`src/design/odsc_pkg.sv`:
```
// constants and types shared by the octal converter serial command port
package odsc_pkg;

  // frame layout, sent most significant bit first
  localparam int FRAME_BITS = 16;
  localparam int DATA_BITS = 12;
  localparam int CODE_BITS = 4;
  localparam int CHANNELS = 8;
  localparam int CODE_MSB = 15;
  localparam int CODE_LSB = 12;
  localparam int DATA_MSB = 11;
  localparam int MASK_MSB = 7;
  localparam int REGULATOR_BIT = 8;

  // falling-edge counts inside a frame
  localparam logic [7:0] EDGE_FRAME = 8'h10;
  localparam logic [7:0] EDGE_ABORT = 8'h0F;
  localparam logic [7:0] EDGE_MARK = 8'h0E;
  localparam logic [7:0] EDGE_ECHO = 8'h0F;
  localparam logic [7:0] EDGE_SAT = 8'hFF;

  // shift register values at reset and at frame start, channel level at reset
  localparam logic [15:0] SHIFT_RESET = 16'h0000;
  localparam logic [15:0] SHIFT_PRELOAD = 16'h0001;
  localparam logic [11:0] LEVEL_RESET = 12'h000;

  // command codes of the top four bits
  localparam logic [3:0] CMD_STAGED = 4'h8;
  localparam logic [3:0] CMD_DIRECT = 4'h9;
  localparam logic [3:0] CMD_UPDATE_SEL = 4'hA;
  localparam logic [3:0] CMD_FIRST_CH = 4'hB;
  localparam logic [3:0] CMD_BROADCAST = 4'hC;
  localparam logic [3:0] CMD_PD_HIZ = 4'hD;
  localparam logic [3:0] CMD_PD_100K = 4'hE;
  localparam logic [3:0] CMD_PD_2K5 = 4'hF;

  // output termination codes
  localparam logic [1:0] TERM_ACTIVE = 2'h0;
  localparam logic [1:0] TERM_HIZ = 2'h1;
  localparam logic [1:0] TERM_100K = 2'h2;
  localparam logic [1:0] TERM_2K5 = 2'h3;

  // write mode values
  localparam logic MODE_STAGED = 1'b0;
  localparam logic MODE_DIRECT = 1'b1;

  // wake-up delay after power-down, least time so rounded up
  localparam int CLOCK_PERIOD_NS = 4;
  localparam int WAKE_TIME_NS = 8000;
  localparam logic [10:0] WAKE_CYCLES =
    11'((WAKE_TIME_NS + CLOCK_PERIOD_NS - 1) / CLOCK_PERIOD_NS);
  localparam logic [10:0] WAKE_IDLE = 11'h000;
  localparam logic [10:0] WAKE_LAST = 11'h001;

  // frame fifo shape
  localparam int FIFO_DEPTH = 16;

  // serial front end states
  typedef enum logic [1:0] {
    ODSC_IDLE = 2'b01,
    ODSC_SHIFT = 2'b10
  } odsc_state_e;

endpackage : odsc_pkg

```
`src/design/odsc_top.sv`:
```
// serial command port and channel register file of an octal string converter
//
// Contract
// a frame is sixteen falling clock edges
// sample serial input on falling edges, shift
// host never lowers select on falling edge
// rising frame select executes the command
// host raises select between edges sixteen, seventeen
// rise before fifteenth edge aborts the frame
// beyond seventeenth edge, input echoes on output
// host holds select high minimum time
// host idles select high between frames
// chains take n times sixteen edges
// chain shares clock and select, output-to-input
// output low fourteen edges, high on fifteenth
// next sixteen edges echo first sixteen bits
// output from shift stage, changes on falls
// msb first, four code bits, twelve data
// codes zero to seven load channel registers
// code eight staged, nine direct write mode
// codes ten to twelve ignore write mode
// codes thirteen to fifteen power channels down
// powered-down registers keep and accept writes
// output returns to register after recovery delay
// codes are straight binary, 0 to 4095
// powers up staged, mode changes only by command
// staged loads register, direct loads output too
// update-select moves chosen outputs, sets regulator
// first-channel command loads it, updates all
// broadcast loads all registers and outputs
// reset clears registers, shifter, serial output
`timescale 1ns/10ps

// frame word buffer between the serial front end and the decoder
module odsc_fifo #(
  parameter int WIDTH = 16,
  parameter int DEPTH = 16
) (
  // clock and reset
  input wire logic clock,
  input wire logic rst,
  // filling side
  input wire logic in_valid,
  output logic in_ready,
  input wire logic [WIDTH-1:0] in_data,
  // draining side
  output logic out_valid,
  input wire logic out_ready,
  output logic [WIDTH-1:0] out_data
);
  localparam int AW = $clog2(DEPTH);
  localparam logic [AW:0] FULL = (AW + 1)'(DEPTH);

  logic [WIDTH-1:0] mem [DEPTH]; // word storage
  logic [AW-1:0] wr_ptr; // next slot to fill
  logic [AW-1:0] rd_ptr; // oldest word
  logic [AW:0] fill; // words held
  logic push;
  logic pop;

  assign in_ready = fill != FULL;
  assign out_valid = fill != '0;
  assign out_data = mem[rd_ptr];
  assign push = in_valid & in_ready;
  assign pop = out_valid & out_ready;

  // storage write, no reset needed for data
  always_ff @(posedge clock) begin
    if (push) begin
      mem[wr_ptr] <= in_data;
    end
  end

  // pointers wrap naturally for a power-of-two depth
  always_ff @(posedge clock or posedge rst) begin
    if (rst) begin
      wr_ptr <= '0;
      rd_ptr <= '0;
    end else begin
      if (push) begin
        wr_ptr <= wr_ptr + 1'b1;
      end
      if (pop) begin
        rd_ptr <= rd_ptr + 1'b1;
      end
    end
  end

  // fill level tracks push and pop together
  always_ff @(posedge clock or posedge rst) begin
    if (rst) begin
      fill <= '0;
    end else if (push & ~pop) begin
      fill <= fill + 1'b1;
    end else if (pop & ~push) begin
      fill <= fill - 1'b1;
    end
  end
endmodule : odsc_fifo

// serial front end, decoder and channel state
module odsc_top
  import odsc_pkg::*;
(
  // clock and reset
  input wire logic clock,
  input wire logic rst,
  // serial pins, inputs asynchronous to clock
  input wire logic sclk,
  input wire logic sync_n,
  input wire logic din,
  output logic dout,
  // decoder stall from system logic
  input wire logic hold_apply,
  output logic frame_ready,
  // channel state
  output logic [7:0][11:0] ch_level,
  output logic [7:0][11:0] ch_out,
  output logic [7:0][1:0] ch_term,
  output logic direct_mode,
  output logic regulator_en
);

  // edge of a synchronised level
  function automatic logic edge_seen(input logic older, input logic newer,
                                     input logic rising);
    return rising ? (~older & newer) : (older & ~newer);
  endfunction : edge_seen

  logic [2:0] sclk_pipe; // clock pin synchroniser plus history
  logic [2:0] sync_pipe; // select pin synchroniser plus history
  logic [2:0] din_pipe; // data pin, aligned to clock history
  logic din_s; // data as it stood before the fall
  logic sclk_fall; // falling serial clock edge
  logic frame_open; // select went low
  logic frame_close; // select went high
  odsc_state_e state; // front end state
  logic [7:0] edge_cnt; // falling edges seen in frame
  logic [15:0] shift_word; // input shift register
  logic first_bit; // first bit of the frame
  logic frame_done; // complete frame at select rise
  logic fifo_in_ready; // buffer can take a word
  logic fifo_out_valid; // buffered word waiting
  logic [15:0] cmd_word; // word at the buffer head
  logic pop; // decoder takes the head word
  logic [3:0] cmd_code; // command or address field
  logic [11:0] cmd_data; // data field
  logic [7:0] load_mask; // registers loaded with data
  logic [7:0] upd_mask; // outputs refreshed
  logic [7:0] pd_mask; // channels powered down
  logic [1:0] pd_term; // termination requested
  logic [10:0] wake_cnt [CHANNELS]; // recovery countdown per channel
  logic [15:0] last_word; // last executed word

  // two flops before any use, third keeps history
  always_ff @(posedge clock or posedge rst) begin
    if (rst) begin
      sclk_pipe <= 3'h7; // idle level of the link clock, no false edge
      sync_pipe <= 3'h7;
      din_pipe <= 3'h0;
    end else begin
      sclk_pipe <= {sclk_pipe[1:0], sclk};
      sync_pipe <= {sync_pipe[1:0], sync_n};
      din_pipe <= {din_pipe[1:0], din};
    end
  end

  assign din_s = din_pipe[2];
  assign sclk_fall = edge_seen(sclk_pipe[2], sclk_pipe[1], 1'b0);
  assign frame_open = edge_seen(sync_pipe[2], sync_pipe[1], 1'b0);
  assign frame_close = edge_seen(sync_pipe[2], sync_pipe[1], 1'b1);

  // frame state, select low opens and select high closes
  always_ff @(posedge clock or posedge rst) begin
    if (rst) begin
      state <= ODSC_IDLE;
    end else begin
      unique case (state)
        ODSC_IDLE: begin
          if (frame_open) begin
            state <= ODSC_SHIFT;
          end
        end
        ODSC_SHIFT: begin
          if (frame_close) begin
            state <= ODSC_IDLE;
          end
        end
      endcase
    end
  end

  // falling edge count, saturates for long chains
  always_ff @(posedge clock or posedge rst) begin
    if (rst) begin
      edge_cnt <= 8'h00;
    end else if (frame_open) begin
      edge_cnt <= 8'h00;
    end else if (state == ODSC_SHIFT && sclk_fall && !frame_close &&
                 edge_cnt != EDGE_SAT) begin
      edge_cnt <= edge_cnt + 8'h01;
    end
  end

  // shift register; preload marks the output high on the fifteenth fall
  always_ff @(posedge clock or posedge rst) begin
    if (rst) begin
      shift_word <= SHIFT_RESET;
    end else if (frame_open) begin
      shift_word <= SHIFT_PRELOAD;
    end else if (state == ODSC_SHIFT && sclk_fall && !frame_close) begin
      shift_word <= {shift_word[14:0], din_s};
    end
  end

  // serial output from the stage fifteen deep, moved only on falls
  always_ff @(posedge clock or posedge rst) begin
    if (rst) begin
      dout <= 1'b0;
    end else if (state == ODSC_SHIFT && sclk_fall && !frame_close) begin
      dout <= shift_word[14];
    end
  end

  // first bit of each frame, kept for the echo check
  always_ff @(posedge clock or posedge rst) begin
    if (rst) begin
      first_bit <= 1'b0;
    end else if (state == ODSC_SHIFT && sclk_fall && edge_cnt == 8'h00) begin
      first_bit <= din_s;
    end
  end

  // short frames are dropped; the last sixteen bits form the command
  assign frame_done = state == ODSC_SHIFT && frame_close &&
                      edge_cnt >= EDGE_FRAME;

  // frame buffer; a full buffer drops the frame and shows not ready
  odsc_fifo #(.WIDTH(FRAME_BITS), .DEPTH(FIFO_DEPTH)) u_fifo (
    .clock(clock),
    .rst(rst),
    .in_valid(frame_done),
    .in_ready(fifo_in_ready),
    .in_data(shift_word),
    .out_valid(fifo_out_valid),
    .out_ready(!hold_apply),
    .out_data(cmd_word)
  );

  // buffer readiness as a registered status
  always_ff @(posedge clock or posedge rst) begin
    if (rst) begin
      frame_ready <= 1'b0;
    end else begin
      frame_ready <= fifo_in_ready;
    end
  end

  assign pop = fifo_out_valid & !hold_apply;
  assign cmd_code = cmd_word[CODE_MSB:CODE_LSB];
  assign cmd_data = cmd_word[DATA_MSB:0];

  // command decode into load, refresh and power-down masks
  always_comb begin
    load_mask = 8'h00;
    upd_mask = 8'h00;
    pd_mask = 8'h00;
    pd_term = TERM_ACTIVE;
    if (pop) begin
      if (!cmd_code[3]) begin
        // channel write, refresh only in direct mode
        load_mask[cmd_code[2:0]] = 1'b1;
        if (direct_mode) begin
          upd_mask[cmd_code[2:0]] = 1'b1;
        end
      end else begin
        unique case (cmd_code)
          CMD_UPDATE_SEL: upd_mask = cmd_data[MASK_MSB:0];
          CMD_FIRST_CH: begin
            load_mask = 8'h01;
            upd_mask = 8'hFF;
          end
          CMD_BROADCAST: begin
            load_mask = 8'hFF;
            upd_mask = 8'hFF;
          end
          CMD_PD_HIZ: begin
            pd_mask = cmd_data[MASK_MSB:0];
            pd_term = TERM_HIZ;
          end
          CMD_PD_100K: begin
            pd_mask = cmd_data[MASK_MSB:0];
            pd_term = TERM_100K;
          end
          CMD_PD_2K5: begin
            pd_mask = cmd_data[MASK_MSB:0];
            pd_term = TERM_2K5;
          end
          default: begin
            // mode codes handled by the mode flop
          end
        endcase
      end
    end
  end

  // channel registers, straight binary codes
  always_ff @(posedge clock or posedge rst) begin
    if (rst) begin
      ch_level <= '0;
    end else begin
      for (int i = 0; i < CHANNELS; i++) begin
        if (load_mask[i]) begin
          ch_level[i] <= cmd_data;
        end
      end
    end
  end

  // channel outputs take new data or the held register
  always_ff @(posedge clock or posedge rst) begin
    if (rst) begin
      ch_out <= '0;
    end else begin
      for (int i = 0; i < CHANNELS; i++) begin
        if (upd_mask[i]) begin
          ch_out[i] <= load_mask[i] ? cmd_data : ch_level[i];
        end
      end
    end
  end

  // write mode, staged after reset
  always_ff @(posedge clock or posedge rst) begin
    if (rst) begin
      direct_mode <= MODE_STAGED;
    end else if (pop && cmd_code == CMD_STAGED) begin
      direct_mode <= MODE_STAGED;
    end else if (pop && cmd_code == CMD_DIRECT) begin
      direct_mode <= MODE_DIRECT;
    end
  end

  // input level regulator enable from update-select
  always_ff @(posedge clock or posedge rst) begin
    if (rst) begin
      regulator_en <= 1'b0;
    end else if (pop && cmd_code == CMD_UPDATE_SEL) begin
      regulator_en <= cmd_data[REGULATOR_BIT];
    end
  end

  // termination and recovery; a refresh of a sleeping channel wakes it
  always_ff @(posedge clock or posedge rst) begin
    if (rst) begin
      ch_term <= '0;
      for (int i = 0; i < CHANNELS; i++) begin
        wake_cnt[i] <= WAKE_IDLE;
      end
    end else begin
      for (int i = 0; i < CHANNELS; i++) begin
        if (pd_mask[i]) begin
          ch_term[i] <= pd_term;
          wake_cnt[i] <= WAKE_IDLE;
        end else if (upd_mask[i] && ch_term[i] != TERM_ACTIVE &&
                     wake_cnt[i] == WAKE_IDLE) begin
          wake_cnt[i] <= WAKE_CYCLES;
        end else if (wake_cnt[i] != WAKE_IDLE) begin
          wake_cnt[i] <= wake_cnt[i] - WAKE_LAST;
          if (wake_cnt[i] == WAKE_LAST) begin
            ch_term[i] <= TERM_ACTIVE;
          end
        end
      end
    end
  end

  // last executed word, watched by the checks
  always_ff @(posedge clock or posedge rst) begin
    if (rst) begin
      last_word <= SHIFT_RESET;
    end else if (pop) begin
      last_word <= cmd_word;
    end
  end
endmodule : odsc_top

```
`config.mk`:
```
export PLATFORM = sky130hd
export DESIGN_NAME = odsc_top
export DESIGN_NICKNAME = d
export VERILOG_FILES = /design/src/design/odsc_pkg.sv /design/src/design/odsc_top.sv
export SDC_FILE = /design/constraint.sdc
export NUM_CORES = 1
export LEC_CHECK = 0
export BUFFER_PORTS_ARGS = -buffer_cell sky130_fd_sc_hd__buf_2
export CORE_MARGIN = 1.5
export CORE_UTILIZATION = 64
export DETAILED_ROUTE_END_ITERATION = 12
export PLACE_DENSITY_LB_ADDON = 0.1
export SLEW_MARGIN = 20
export SYNTH_ARGS = -nofsm -noshare
export SYNTH_HDL_FRONTEND = slang
export SYNTH_SLANG_ARGS = --single-unit
export TNS_END_PERCENT = 1
```
`constraint.sdc`:
```
create_clock -name clock -period 22 [get_ports clock]
set_clock_uncertainty 0.1 [all_clocks]
set_input_delay 3.3 -clock clock [delete_from_list [all_inputs] [get_ports clock]]
set_output_delay 3.3 -clock clock [all_outputs]
set_load 0.05 [all_outputs]
```
==> run metrics <==
part of the cycle the worst path needs between 20% and 30%; leading area contributor after synthesis dfrtp_1; RSZ-0062 raised after global routing false; Core ar. about 39,000 sq um; drc violations 0; power per cell area about 150 nW/um^2; Die Height roughly 200 um; CP max stage cell nand3_1; Crit path arrival time between 5 and 6 ns; DR vias 15,050; Reg2Reg Launch Point u_fifo.rd_ptr[0]$_DFFE_PP0N_; CTS resizes 0; PnR worst setup slack between 15 and 20 ns; clk buf depth 3; vias in the first global route roughly 15,000; clock-pin slew on the worst setup and hold paths approximately 0.06 ns; CP bufs+invs 3; final hold vios 0; Setup crit start hold_apply; total track usage between 20 and 30%; sequential element share of the synthesized area between 60 and 70%; Mapped Cells between 1,500 and 2,000; gp weighted congestion 0.880; share of post-route cells with drive strength above 1 a little under a third; most common cell after layout, fill and taps aside dfrtp_1; final antenna-violating net count 0; first-pass GRT wire length between 80 and 90 mm; fmax approximately 0.18 GHz; Synth top area share 34.2%; Max Transition Viols Final 0; total number of yosys warnings 0; largest net degree at the start of global routing 180; Routed WL roughly 58 mm; Total Nets Final between 1,500 and 2,000; Worst Hold Class flip-flop to flip-flop; GRT overflow 0; Initial Util roughly 65%; CTS tree built; crit-path cells buf_2 > a21oi_1 > buf_4 > inv_1 > a21oi_1 > nand3_1 > mux2_2 > mux2_2; DP Worst Slack 15.98 ns; Final min period around 5.5 ns; worst vdd ir roughly 0.000073 V; crit path capture type flip-flop; Site Rows just over 70; root buffer cell clkbuf_16; #FFs+latches synth just over 600; CTS Buf Count 58; Pleak around 12 nW; DP HPWL about 37 mm; largest fanout on the critical path 13; number of port buffers 217; Mapped Area roughly 25,000 sq um; Post-synth top flop dfrtp_1; routed vias/inst around 6.1; area delta synth->final 14.2%; area of the die 40,200 sq um; Synth async-reset ratio between 50% and 60%; EDFF count, synth between 200 and 300; Synthesized Nets approximately 1,700; Post CTS Setup Buffer Count 0; initial drt markers approximately 1,400; hold path startpoint din_pipe[0]$_DFF_PP0_; Sink Count a little over 600; CP required ~22 ns; Avg WL per Cell 23.5 um; Die W 201 um; Fin Setup TNS 0 ns; io pins about 220; most frequent cells in the layout 338 x dfrtp_1, 256 x edfxtp_1, 217 x buf_2; Worst-Skew Late Latency 0.62 ns; Hold Slack 0.250 ns; MaxCap Viol Count 0; outcome completed; initial antenna violation count 0; antenna diode count 0; CP max stage delay 0.61 ns; CP Class input pin to flip-flop; hold buffers post-CTS 0; Final setup viols 0; drt first pass iters 8; Worst Tran Pin Value ~1.1 ns; syn_area_per_cell 15.1 sq um; crit path launch type input pin; synth unique cells between 70 and 80; Max H-tree Level 2; most area-consuming cells after synthesis dfrtp_1 34%, edfxtp_1 31%, mux2_2 6.5%, mux4_2 6.5%, nor2_1 1.8%; worst rel slew slack around a quarter; CP top delay family multiplexers
[path summary, 6_finish.rpt]
| check | to | slack [ns] | cells past startpoint |
|---|---|---|---|
| worst max-delay path | ch_out[50]$_DFFE_PP0P_ | 16.53 | 8 |
| worst min-delay path | din_pipe[1]$_DFF_PP0_ | 0.25 | 0 |
| worst max register to register | ch_out[4]$_DFFE_PP0P_ | 16.67 | 8 |
| worst min register to register | din_pipe[1]$_DFF_PP0_ | 0.25 | 0 |
| max in group asynchronous | ch_level[86]$_DFF_PP0_ | 16.98 | 4 |
| min in group asynchronous | wake_cnt[5]$_DFFE_PP0P_ | 2.75 | 2 |
[metal layers]
| layer | part of all wire, % | GRT usage, % | vias up |
|---|---|---|---|
| met5 | 0 | 0 | - |
| met3 | 5.6 | 4.32 | 124 |
| li1 | - | - | 6613 |
| met1 | 40 | 38.0 | 7747 |
| met4 | 3.5 | 11.8 | 0 |
| met2 | 51 | 50.1 | 566 |
[cells in the mapped netlist (16+ instances only)]
cell / count
nand3_1: 48
nor3_1: 41
o21ai_0: 37
nand4_1: 16
edfxtp_1: 256
ha_1: 27
buf_2: 22
nor4_1: 21
mux2_1: 33
xnor2_1: 51
mux2_2: 144
clkbuf_1: 33
inv_1: 32
a21oi_1: 40
dfrtp_1: 341
mux4_2: 72
nand2_1: 85
nor2_1: 121
mux2_4: 20
xor2_1: 28
[final cells by class]
class,instances,area [sq um]
clock buffers,87,1680
clock inverters,23,204
fillers,2472,10000
inverters,32,128
multi-input cells,941,8120
flip-flops and latches,604,16400
well taps,518,648
repair buffers,247,1320
[flip-flops by register name (all words and copies together) (netlist names), 4 cells and up]
register,count
shift_word,16
ch_level,96
edge_cnt,8
ch_term,16
u_fifo.fill,5
ch_out,96
u_fifo.mem,256
u_fifo.rd_ptr,4
wake_cnt,88
u_fifo.wr_ptr,4
[metrics by stage]
stage	power [W]	instance area, sq um	instances	utilization (%)
after floorplan	0.00293	25000	1651	-
after global placement	0.00332	26600	2342	69.0
after CTS	0.00435	28500	2452	73.9
final	0.00433	28500	2452	74.0
after detailed placement	0.00337	26600	2342	69.0
after global routing	0.00451	28500	2452	74.0
[kinds of logic (layout without fill, tap and decap cells)]
logic type / after synthesis / count (layout) / synth area share [%]
adders and majority gates: 28 / 28 / 1.43
xor gates and xnor gates: 79 / 79 / 2.77
buffers and inverters: 106 / 389 / 1.99
muxes: 285 / 285 / 16.4
and+or+nand+nor: 394 / 394 / 7.59
AOI/OAI and AO/OA: 155 / 155 / 4.15
DFF: 604 / 604 / 65.7
[where the power goes]
| group | total (W) | switching (W) | internal (W) | leakage (nW) |
|---|---|---|---|---|
| registers | 0.00166 | 0.000225 | 0.00143 | 6.98 |
| clock network | 0.000976 | 0.000414 | 0.000562 | 0.921 |
| logic | 0.00170 | 0.00117 | 0.000529 | 4.27 |
Note: power is estimated with default switching activity, not from simulation.
